==> config.mk <==
export PLATFORM = sky130hd
export DESIGN_NAME = sram_ctrl
export DESIGN_NICKNAME = d
export VERILOG_FILES = /design/src/hdl/sram_ctrl_pkg.sv /design/src/hdl/sram_ctrl.sv
export VERILOG_INCLUDE_DIRS = /design/src /design/src/hdl
export SDC_FILE = /design/constraint.sdc
export NUM_CORES = 1
export LEC_CHECK = 0
export BUFFER_PORTS_ARGS = -buffer_cell sky130_fd_sc_hd__buf_2
export CAP_MARGIN = 20
export CORE_MARGIN = 8
export CORE_UTILIZATION = 45
export DETAILED_ROUTE_END_ITERATION = 12
export PLACE_DENSITY = 0.7
export SLEW_MARGIN = 20
export SYNTH_ARGS = -nofsm -noshare
export SYNTH_HDL_FRONTEND = slang
export SYNTH_SLANG_ARGS = --single-unit
==> constraint.sdc <==
create_clock -name clk_i -period 1.6 [get_ports clk_i]
set_clock_uncertainty 0.05 [all_clocks]
set_input_delay 0.16 -clock clk_i [delete_from_list [all_inputs] [get_ports clk_i]]
set_output_delay 0.16 -clock clk_i [all_outputs]
set_load 0.01 [all_outputs]
==> src/hdl/sram_ctrl_defs.svh <==
// Timing and geometry constants for the static memory controller
`ifndef SRAM_CTRL_DEFS_SVH
`define SRAM_CTRL_DEFS_SVH

`define ADDR_W 17
`define DATA_W 8
`define CLK_PERIOD_NS 100
// Slowest grade figures, in ns
`define CYCLE_TIME_NS 12
`define WRITE_PULSE_WIDTH_NS 10
`define DATA_SETUP_TO_STROBE_END_NS 6
`define OUTPUT_ON_ACCESS_DELAY_NS 6
`define SELECT_RELEASE_DELAY_NS 6
// Least times round up, never below one cycle
`define CYCLE_TIME_CYC ((`CYCLE_TIME_NS + `CLK_PERIOD_NS - 1) / `CLK_PERIOD_NS)
`define WRITE_PULSE_CYC ((`WRITE_PULSE_WIDTH_NS + `CLK_PERIOD_NS - 1) / `CLK_PERIOD_NS)
`define READ_WAIT_NS (`CYCLE_TIME_NS + `OUTPUT_ON_ACCESS_DELAY_NS)
`define READ_WAIT_CYC ((`READ_WAIT_NS + `CLK_PERIOD_NS - 1) / `CLK_PERIOD_NS)
`define RELEASE_CYC ((`SELECT_RELEASE_DELAY_NS + `CLK_PERIOD_NS - 1) / `CLK_PERIOD_NS)
`define CNT_W 4

`endif

==> src/hdl/sram_ctrl_pkg.sv <==
// Types shared by the static memory controller
`include "sram_ctrl_defs.svh"
package sram_ctrl_pkg;
    // Request from user side
    typedef struct packed {
        logic write;
        logic [`ADDR_W-1:0] addr;
        logic [`DATA_W-1:0] wdata;
    } mem_req_t;
    // Memory pin bundle, strobes active low
    typedef struct packed {
        logic [`ADDR_W-1:0] addr;
        logic sel_n;
        logic oe_n;
        logic we_n;
        logic [`DATA_W-1:0] dq_out;
        logic dq_oe;
    } mem_pins_t;
    typedef enum logic [2:0] {
        ST_IDLE,
        ST_RD_WAIT,
        ST_RD_DONE,
        ST_WR_SETUP,
        ST_WR_PULSE,
        ST_WR_END,
        ST_TURN
    } ctrl_state_t;
endpackage : sram_ctrl_pkg

==> src/hdl/sram_ctrl.sv <==
// Host-side controller for an asynchronous 128K x 8 static memory
`timescale 1ns/10ps
`default_nettype none
`include "sram_ctrl_defs.svh"

module sram_ctrl
    import sram_ctrl_pkg::*;
(
    // Clock, reset, enable
    input wire logic clk_i,
    input wire logic resetn_i,
    input wire logic ce_i,
    // User request
    input wire logic req_valid_i,
    input wire logic req_write_i,
    input wire logic [`ADDR_W-1:0] req_addr_i,
    input wire logic [`DATA_W-1:0] req_wdata_i,
    output logic req_ready_o,
    output logic rd_valid_o,
    output logic [`DATA_W-1:0] rd_data_o,
    // Memory pins
    output logic [`ADDR_W-1:0] mem_addr_o,
    output logic mem_sel_n_o,
    output logic mem_oe_n_o,
    output logic mem_we_n_o,
    output logic [`DATA_W-1:0] mem_dq_o,
    output logic mem_dq_oe_o,
    input wire logic [`DATA_W-1:0] mem_dq_i
);

    // Sequencer state, pin image and down-counter
    ctrl_state_t state_reg, state_next;
    mem_pins_t pins_reg, pins_next;
    mem_req_t req_in;
    logic [`CNT_W-1:0] cnt_reg, cnt_next;
    // Read capture path
    logic [`DATA_W-1:0] dq_meta_reg, dq_sync_reg, rd_data_reg, rd_data_next;
    logic rd_valid_reg, rd_valid_next;

    // Pack request fields
    assign req_in = '{write: req_write_i, addr: req_addr_i, wdata: req_wdata_i};
    // Take a request only while idle; later ones are dropped
    wire accept = (state_reg == ST_IDLE) && req_valid_i;
    wire cnt_done = (cnt_reg == '0);

    // Count load helper
    // The counter runs down to zero, so a load of n waits n cycles
    function automatic logic [`CNT_W-1:0] load_cnt(input integer cycles);
        load_cnt = `CNT_W'(cycles - 1);
    endfunction : load_cnt

    // Read: address, select and output enable move together, then the
    // byte is captured once it has crossed both synchroniser stages
    // Write: address and select settle a cycle before the strobe falls,
    // and the strobe rises a cycle before select and data let go
    // Every step lasts a whole 100 ns cycle, well above each least time,
    // so all grades are served by one sequence
    // Next-state and pin sequencing
    always_comb begin
        state_next = state_reg;
        pins_next = pins_reg;
        cnt_next = cnt_done ? cnt_reg : cnt_reg - `CNT_W'(1);
        rd_data_next = rd_data_reg;
        rd_valid_next = 1'b0;
        case (state_reg)
            ST_IDLE: begin
                if (accept) begin
                    pins_next.addr = req_in.addr;
                    pins_next.sel_n = 1'b0;
                    pins_next.dq_out = req_in.wdata;
                    if (req_in.write) begin
                        pins_next.oe_n = 1'b1;
                        pins_next.we_n = 1'b1;
                        pins_next.dq_oe = 1'b0;
                        state_next = ST_WR_SETUP;
                    end else begin
                        pins_next.we_n = 1'b1;
                        pins_next.oe_n = 1'b0;
                        pins_next.dq_oe = 1'b0;
                        // Access time plus two synchroniser stages
                        cnt_next = load_cnt(`READ_WAIT_CYC + 2);
                        state_next = ST_RD_WAIT;
                    end
                end
            end
            ST_RD_WAIT: begin
                if (cnt_done) begin
                    state_next = ST_RD_DONE;
                end
            end
            ST_RD_DONE: begin
                rd_data_next = dq_sync_reg;
                rd_valid_next = 1'b1;
                // Release select and output enable together
                pins_next.oe_n = 1'b1;
                pins_next.sel_n = 1'b1;
                cnt_next = load_cnt(`RELEASE_CYC);
                state_next = ST_TURN;
            end
            ST_WR_SETUP: begin
                // Output enable has been high a cycle, so the memory is off the bus
                // drive data only after memory is quiet
                pins_next.dq_oe = 1'b1;
                pins_next.we_n = 1'b0;
                cnt_next = load_cnt(`WRITE_PULSE_CYC);
                state_next = ST_WR_PULSE;
            end
            ST_WR_PULSE: begin
                if (cnt_done) begin
                    pins_next.we_n = 1'b1;
                    state_next = ST_WR_END;
                end
            end
            ST_WR_END: begin
                // Bus handed back one cycle after the strobe rose
                // data held after strobe rise
                pins_next.sel_n = 1'b1;
                pins_next.dq_oe = 1'b0;
                cnt_next = load_cnt(`CYCLE_TIME_CYC);
                state_next = ST_TURN;
            end
            ST_TURN: begin
                // Select stays high so the memory can let go of the bus
                // margin before next access
                if (cnt_done) begin
                    state_next = ST_IDLE;
                end
            end
            default: begin
                // Unused codes fall back to idle
                state_next = ST_IDLE;
            end
        endcase
    end

    // State registers
    // Synchronous reset wins over the clock enable
    always_ff @(posedge clk_i) begin
        if (!resetn_i) begin
            state_reg <= ST_IDLE;
            pins_reg <= '{addr: '0, sel_n: 1'b1, oe_n: 1'b1, we_n: 1'b1, dq_out: '0, dq_oe: 1'b0};
            cnt_reg <= '0;
            rd_data_reg <= '0;
            rd_valid_reg <= 1'b0;
        end else if (ce_i) begin
            state_reg <= state_next;
            pins_reg <= pins_next;
            cnt_reg <= cnt_next;
            rd_data_reg <= rd_data_next;
            rd_valid_reg <= rd_valid_next;
        end
    end

    // Two-stage synchroniser on memory data
    // The memory answers with no clock, so its bus may move at any time;
    // only the second stage is read by the sequencer
    always_ff @(posedge clk_i) begin
        if (!resetn_i) begin
            dq_meta_reg <= '0;
            dq_sync_reg <= '0;
        end else if (ce_i) begin
            dq_meta_reg <= mem_dq_i;
            dq_sync_reg <= dq_meta_reg;
        end
    end

    // Ready is registered from the next state,
    // so it falls at the very edge that takes a request
    logic ready_reg;
    always_ff @(posedge clk_i) begin
        if (!resetn_i) begin
            ready_reg <= 1'b0;
        end else if (ce_i) begin
            ready_reg <= (state_next == ST_IDLE);
        end
    end

    // Outputs from flip-flops
    // No logic after the registers, so no glitch reaches the memory pins
    assign req_ready_o = ready_reg;
    assign rd_valid_o = rd_valid_reg;
    assign rd_data_o = rd_data_reg;
    assign mem_addr_o = pins_reg.addr;
    assign mem_sel_n_o = pins_reg.sel_n;
    assign mem_oe_n_o = pins_reg.oe_n;
    assign mem_we_n_o = pins_reg.we_n;
    assign mem_dq_o = pins_reg.dq_out;
    assign mem_dq_oe_o = pins_reg.dq_oe;

endmodule : sram_ctrl
`default_nettype wire

# Word level (Yosys, flattened, before mapping)
# Cells that the tools add are included.
# totals
register_bits,62
word_cells,56
# op_classes
add_sub_neg,1
eq_ne,8
muxes,18
reduce_logical,16
# ops
operator,count
$pmux W3 S6,1
$mux W12,1
$mux W3,4
$mux W4,3
$reduce_and A3 Y1,4
$eq A3 B3 Y1 const B,3
$pmux W4 S2,1
$eq A3 B2 Y1 const B,2
$logic_not A3 Y1,2
$pmux W1 S3,2
$reduce_bool A3 Y1,2
$logic_not A4 Y1,1
$mux W2,2
$ne A2 B2 Y1 const B,2
$pmux W1 S2,2
$reduce_and A4 Y1,1
$reduce_bool A2 Y1,2
$sub A4 B1 Y4 const B,1
$eq A3 B1 Y1 const B,1
$reduce_or A3 Y1,1
$mux W1,2
$reduce_and A2 Y1,1
$reduce_or A2 Y1,1
$logic_and A1 B1 Y1,1

# Longest topological paths before layout
# logic_depth
depth_word,5
ltp_mapped,7

# Worst setup path after synthesis
# No wires, ideal clock.
# synth_path
path_kind,register -> register
from,register cnt_reg[0]
to,register cnt_reg[0]
t_arrival_ns,1.463
slack_ns,0.020
stages_incl_launch_ff,7
path_buffers,0
cell_sequence,dfxtp_1 inv_1 ha_1 or3b_4 o41ai_2 nand2_1 a21oi_2
# synth_via
elab_chain_cells,5
elab_cells_between_ends,6
# synth_rtl
item,line_no,text
"start, declared",sram_ctrl.sv:35,"logic [`CNT_W-1:0] cnt_reg, cnt_next;"
"start signal, assigned",sram_ctrl.sv:148,cnt_reg <= cnt_next;
$sub A4 B1 Y4 / $logic_not A4 Y1 (equally long branches),"sram_ctrl.sv:62, sram_ctrl.sv:44",
$mux W4 (*),sram_ctrl.sv:62,cnt_next = cnt_done ? cnt_reg : cnt_reg - `CNT_W'(1);
$mux W4,sram_ctrl.sv:71,if (req_in.write) begin
$mux W4,sram_ctrl.sv:67,if (accept) begin
$pmux W4 S2 (*),sram_ctrl.sv:65,case (state_reg)
# Mark *: on every way between the ends. The rest lies on a longest branch, timed or not.
# A chain may end at the register's enable or synchronous reset.

# Final worst setup path
# layout_path
from,register cnt_reg[0]
to,"register ready_reg, in the netlist req_ready_o"
# layout_via
elab_chain_cells,4
elab_cells_between_ends,6
# layout_rtl
item,line_no,text
$logic_not A4 Y1 (*),sram_ctrl.sv:44,wire cnt_done = (cnt_reg == '0);
$mux W3 (on tied branches),"sram_ctrl.sv:125, sram_ctrl.sv:87, sram_ctrl.sv:109",
$pmux W3 S6 (*),sram_ctrl.sv:65,
$logic_not A3 Y1 (*),sram_ctrl.sv:174,ready_reg <= (state_next == ST_IDLE);
"end signal, assigned",sram_ctrl.sv:174,
"end, declared",sram_ctrl.sv:169,logic ready_reg;
# Marked as above.

==> results by group <==
Run status
  • Outcome: finished, final reports clean

Placed design
  • DP Area: 3020 sq um
  • Buffers on Ports: 76
  • GP Congestion: 0.794
  • Post-detail-place hpwl: 4200 um

Synth
  • Adder-cell share of the synthesized area: 0.00492
  • FFs w/ async S/R, synth: 0
  • Sequential element share of the synthesized area: 0.488
  • Post-synthesis mux area share: 0.0674
  • Post-Synth Simple-Gate Area: 0.218
  • Post-Syn Instances: 294
  • Synth Area in Compound Gates: 0.162
  • Largest cells by area after synthesis: dfxtp_1 49%, nand2_1 11%, a21oi_1 8.1%
  • Synth cell types: 43
  • Syn Std Cell Area: 2540 sq um
  • Yosys top cell area share: 0.488
  • Top cells by count, synth: 75 x nand2_1, 62 x dfxtp_1, 41 x a21oi_1, 22 x nor2_1, 16 x mux2i_1
  • Ys Warns: 0
  • Post-Synth XOR/XNOR Area: 0
  • Count leader, synth: nand2_1
  • Area leader, netlist: dfxtp_1
  • Number of synthesized flops with an enable pin: 0
  • Largest family of logic cells by synthesized area: simple AND/OR/NAND/NOR gates
  • Ys flop type: dfxtp_1
  • Synth Register Bits: 62
  • Syn avg cell area: 8.65 sq um
  • Synthesized Nets: 333

Clock network
  • Max clock buf depth: 2
  • Total CTS buffers: 9
  • Sink Count: 62
  • H-tree Lvls: 3
  • Post-CTS Setup Inserts: 0
  • CTS clock-pin slew for the worst setup and hold paths: 0.07 ns
  • Clk_lat worst skew: 0.33 ns
  • CTS tree: done
  • Root buffer cell: clkbuf_8

Global routing
  • Total routing usage reported by global routing: 0.150
  • Vias in the first global route: 2,218
  • Antenna violations before repair: 0
  • Grt ovf: 0
  • Largest net degree at the start of global routing: 56
  • First-pass GRT wire length: 10,300 um

Setup path
  • Critical R2R Capture: req_ready_o
  • Reg2reg path depth: 6
  • Critical path fanouts, max: 5
  • Worst-path cell chain: inv_2 > ha_4 > or3b_4 > a21boi_1 > a21oi_1 > nor2_1
  • Kind of critical path: flop to flop
  • CP required: 1.82 ns
  • R2R Path Start: cnt_reg[0]
  • Crit-path slowest cell: or3b_4
  • Worst reg2reg setup slack: 0.11 ns
  • CP Buf/Inv Count: 1
  • Nature of the critical path startpoint: flop
  • CP delay by family, top: simple AND/OR/NAND/NOR gates
  • CP max stage delay: 0.42 ns
  • CP arrival: 1.71 ns
  • Kind of end point of the critical path: flop

Drt
  • Met1 WL: 2730 um
  • DRT antenna net count: 0
  • Via-to-Cell Ratio: 4.94
  • Drt wl/cell: 13.4 um
  • Met3 WL: 339 um
  • Via count: 2,252
  • First-iteration detailed-routing DRC count: 96
  • DR WL met2: 3020 um
  • Top Metal Used: met4
  • DRT Pass-1 Iters: 4
  • Post-Route WL: 6130 um
  • Drt drc: 0

Floorplan
  • Die area: 8310 sq um
  • Io pins: 77
  • FP Rows: 27
  • Die Span X: 91.2 um
  • Die H: 91.2 um
  • CORE AREA: 5470 sq um
  • Initial Util: 0.465

Hold path
  • Min-delay worst type: primary input to flop
  • Worst hold path cell count: 3
  • Hold endpoint: mem_addr_o[4]
  • Hold Crit Start: req_addr_i[4]

Run
  • Max Cap Viol: 0

Timing
  • # setup viols final: 0
  • Hold Violations, Final: 0
  • Fin Setup TNS: 0 ns
  • RSZ-0062 raised after global routing: false
  • Fmax: 0.669 GHz
  • WHS: 0.0104 ns
  • Tmin final: 1.49 ns
  • Worst slew pin tran: 0.507 ns
  • Final worst path period share: 0.934
  • Slew headroom: 0.661
  • Slew Limit Fails: 0

Final layout
  • Register Area: 1240 sq um
  • Multi-input logic area: 1200 sq um
  • Share of cells above drive strength 1: 0.328
  • Fill cell count: 541
  • Antenna diodes: 0
  • Max reg flops: 17
  • Final net count: 418
  • Area added between synthesis and finish: 32.4%
  • Final Instance Area: 3370 sq um

Pwr
  • Power Density: 1130 nW/um^2
  • PnR Total Power: 3.80 mW
  • Worst vdd ir: 0.000637 V
  • Static Leakage: 1.47 nW
## worst max-delay path by stage
stage / slack, ns / from / cells past startpoint / end
floorplan: 0.02 / cnt_reg[0] / 6 / cnt_reg[0]
global placement: -0.02 / cnt_reg[0] / 6 / cnt_reg[0]
detailed placement: -0.1 / cnt_reg[0] / 6 / cnt_reg[0]
CTS: 0.01 / state_reg[1] / 4 / cnt_reg[3]
global route: 0.008 / cnt_reg[0] / 6 / cnt_reg[0]
finish: 0.11 / cnt_reg[0] / 6 / req_ready_o
## metal layers
metal | GRT usage | up-vias
met4 | 0.0477 | 0
met2 | 0.248 | 60
met1 | 0.173 | 1030
met3 | 0.0601 | 4
li1 | - | 1158
met5 | 0 | -
## report_power, final
group          internal, mW  switching, mW  total [mW]
Sequential             1.62         0.0501        1.67
Combinational         0.272          0.301       0.573
Clock                 0.962          0.598        1.56
## logic make-up (layout without fill, tap and decap cells)
logic type	Yosys count	count (layout)
AND/OR/NAND/NOR	120	120
AO/OA/AOI/OAI	66	66
flip-flops	62	62
buffers and inverters	28	118
multiplexers	17	17
adder cells (fa/ha/maj)	1	1
## area by class of cell
class / count / share of cell area
flip-flops and latches: 62 / 0.370
multi-input cells: 204 / 0.356
repair buffers: 97 / 0.173
clock buffers: 11 / 0.0449
well taps: 72 / 0.0267
clock inverters: 5 / 0.0241
inverters: 5 / 0.00557
## per-stage QoR
stage / instances / setup slack, ns / util
finish: 456 / 0.106 / 0.615
global placement: 434 / -0.0177 / 0.552
detailed placement: 434 / -0.0962 / 0.552
global route: 456 / 0.00769 / 0.615
floorplan: 294 / 0.0200 / -
CTS: 455 / 0.0102 / 0.606
## worst min-delay path, stage by stage
cell	delay (ns)
buf_2	0.09
nand2_1	0.04
a21oi_1	0.05
## repair_timing
| item | in CTS | in global routing |
|---|---|---|
| pin swaps | 1 | 5 |
| endpoints found under the hold margin | 5 | 1 |
| resized for setup | 5 | 10 |
| endpoints found under the setup margin | 9 | 28 |
| hold buffers | 5 | 1 |
## placed cells by master, fill, tap and decap left out, drive strengths merged, types with 2 or more instances in the layout
cell,instances
nand2,75
nor3b,4
dfxtp,62
or3,4
nand2b,4
o21ai,7
bufinv,2
nor3,2
dlygate4sd3,6
buf,91
mux2i,16
clkbuf,11
a21oi,42
a21boi,3
and2,2
o41ai,4
inv,4
nand3,2
nor2,22
clkinv,3
(Power assumes the default switching activity.)
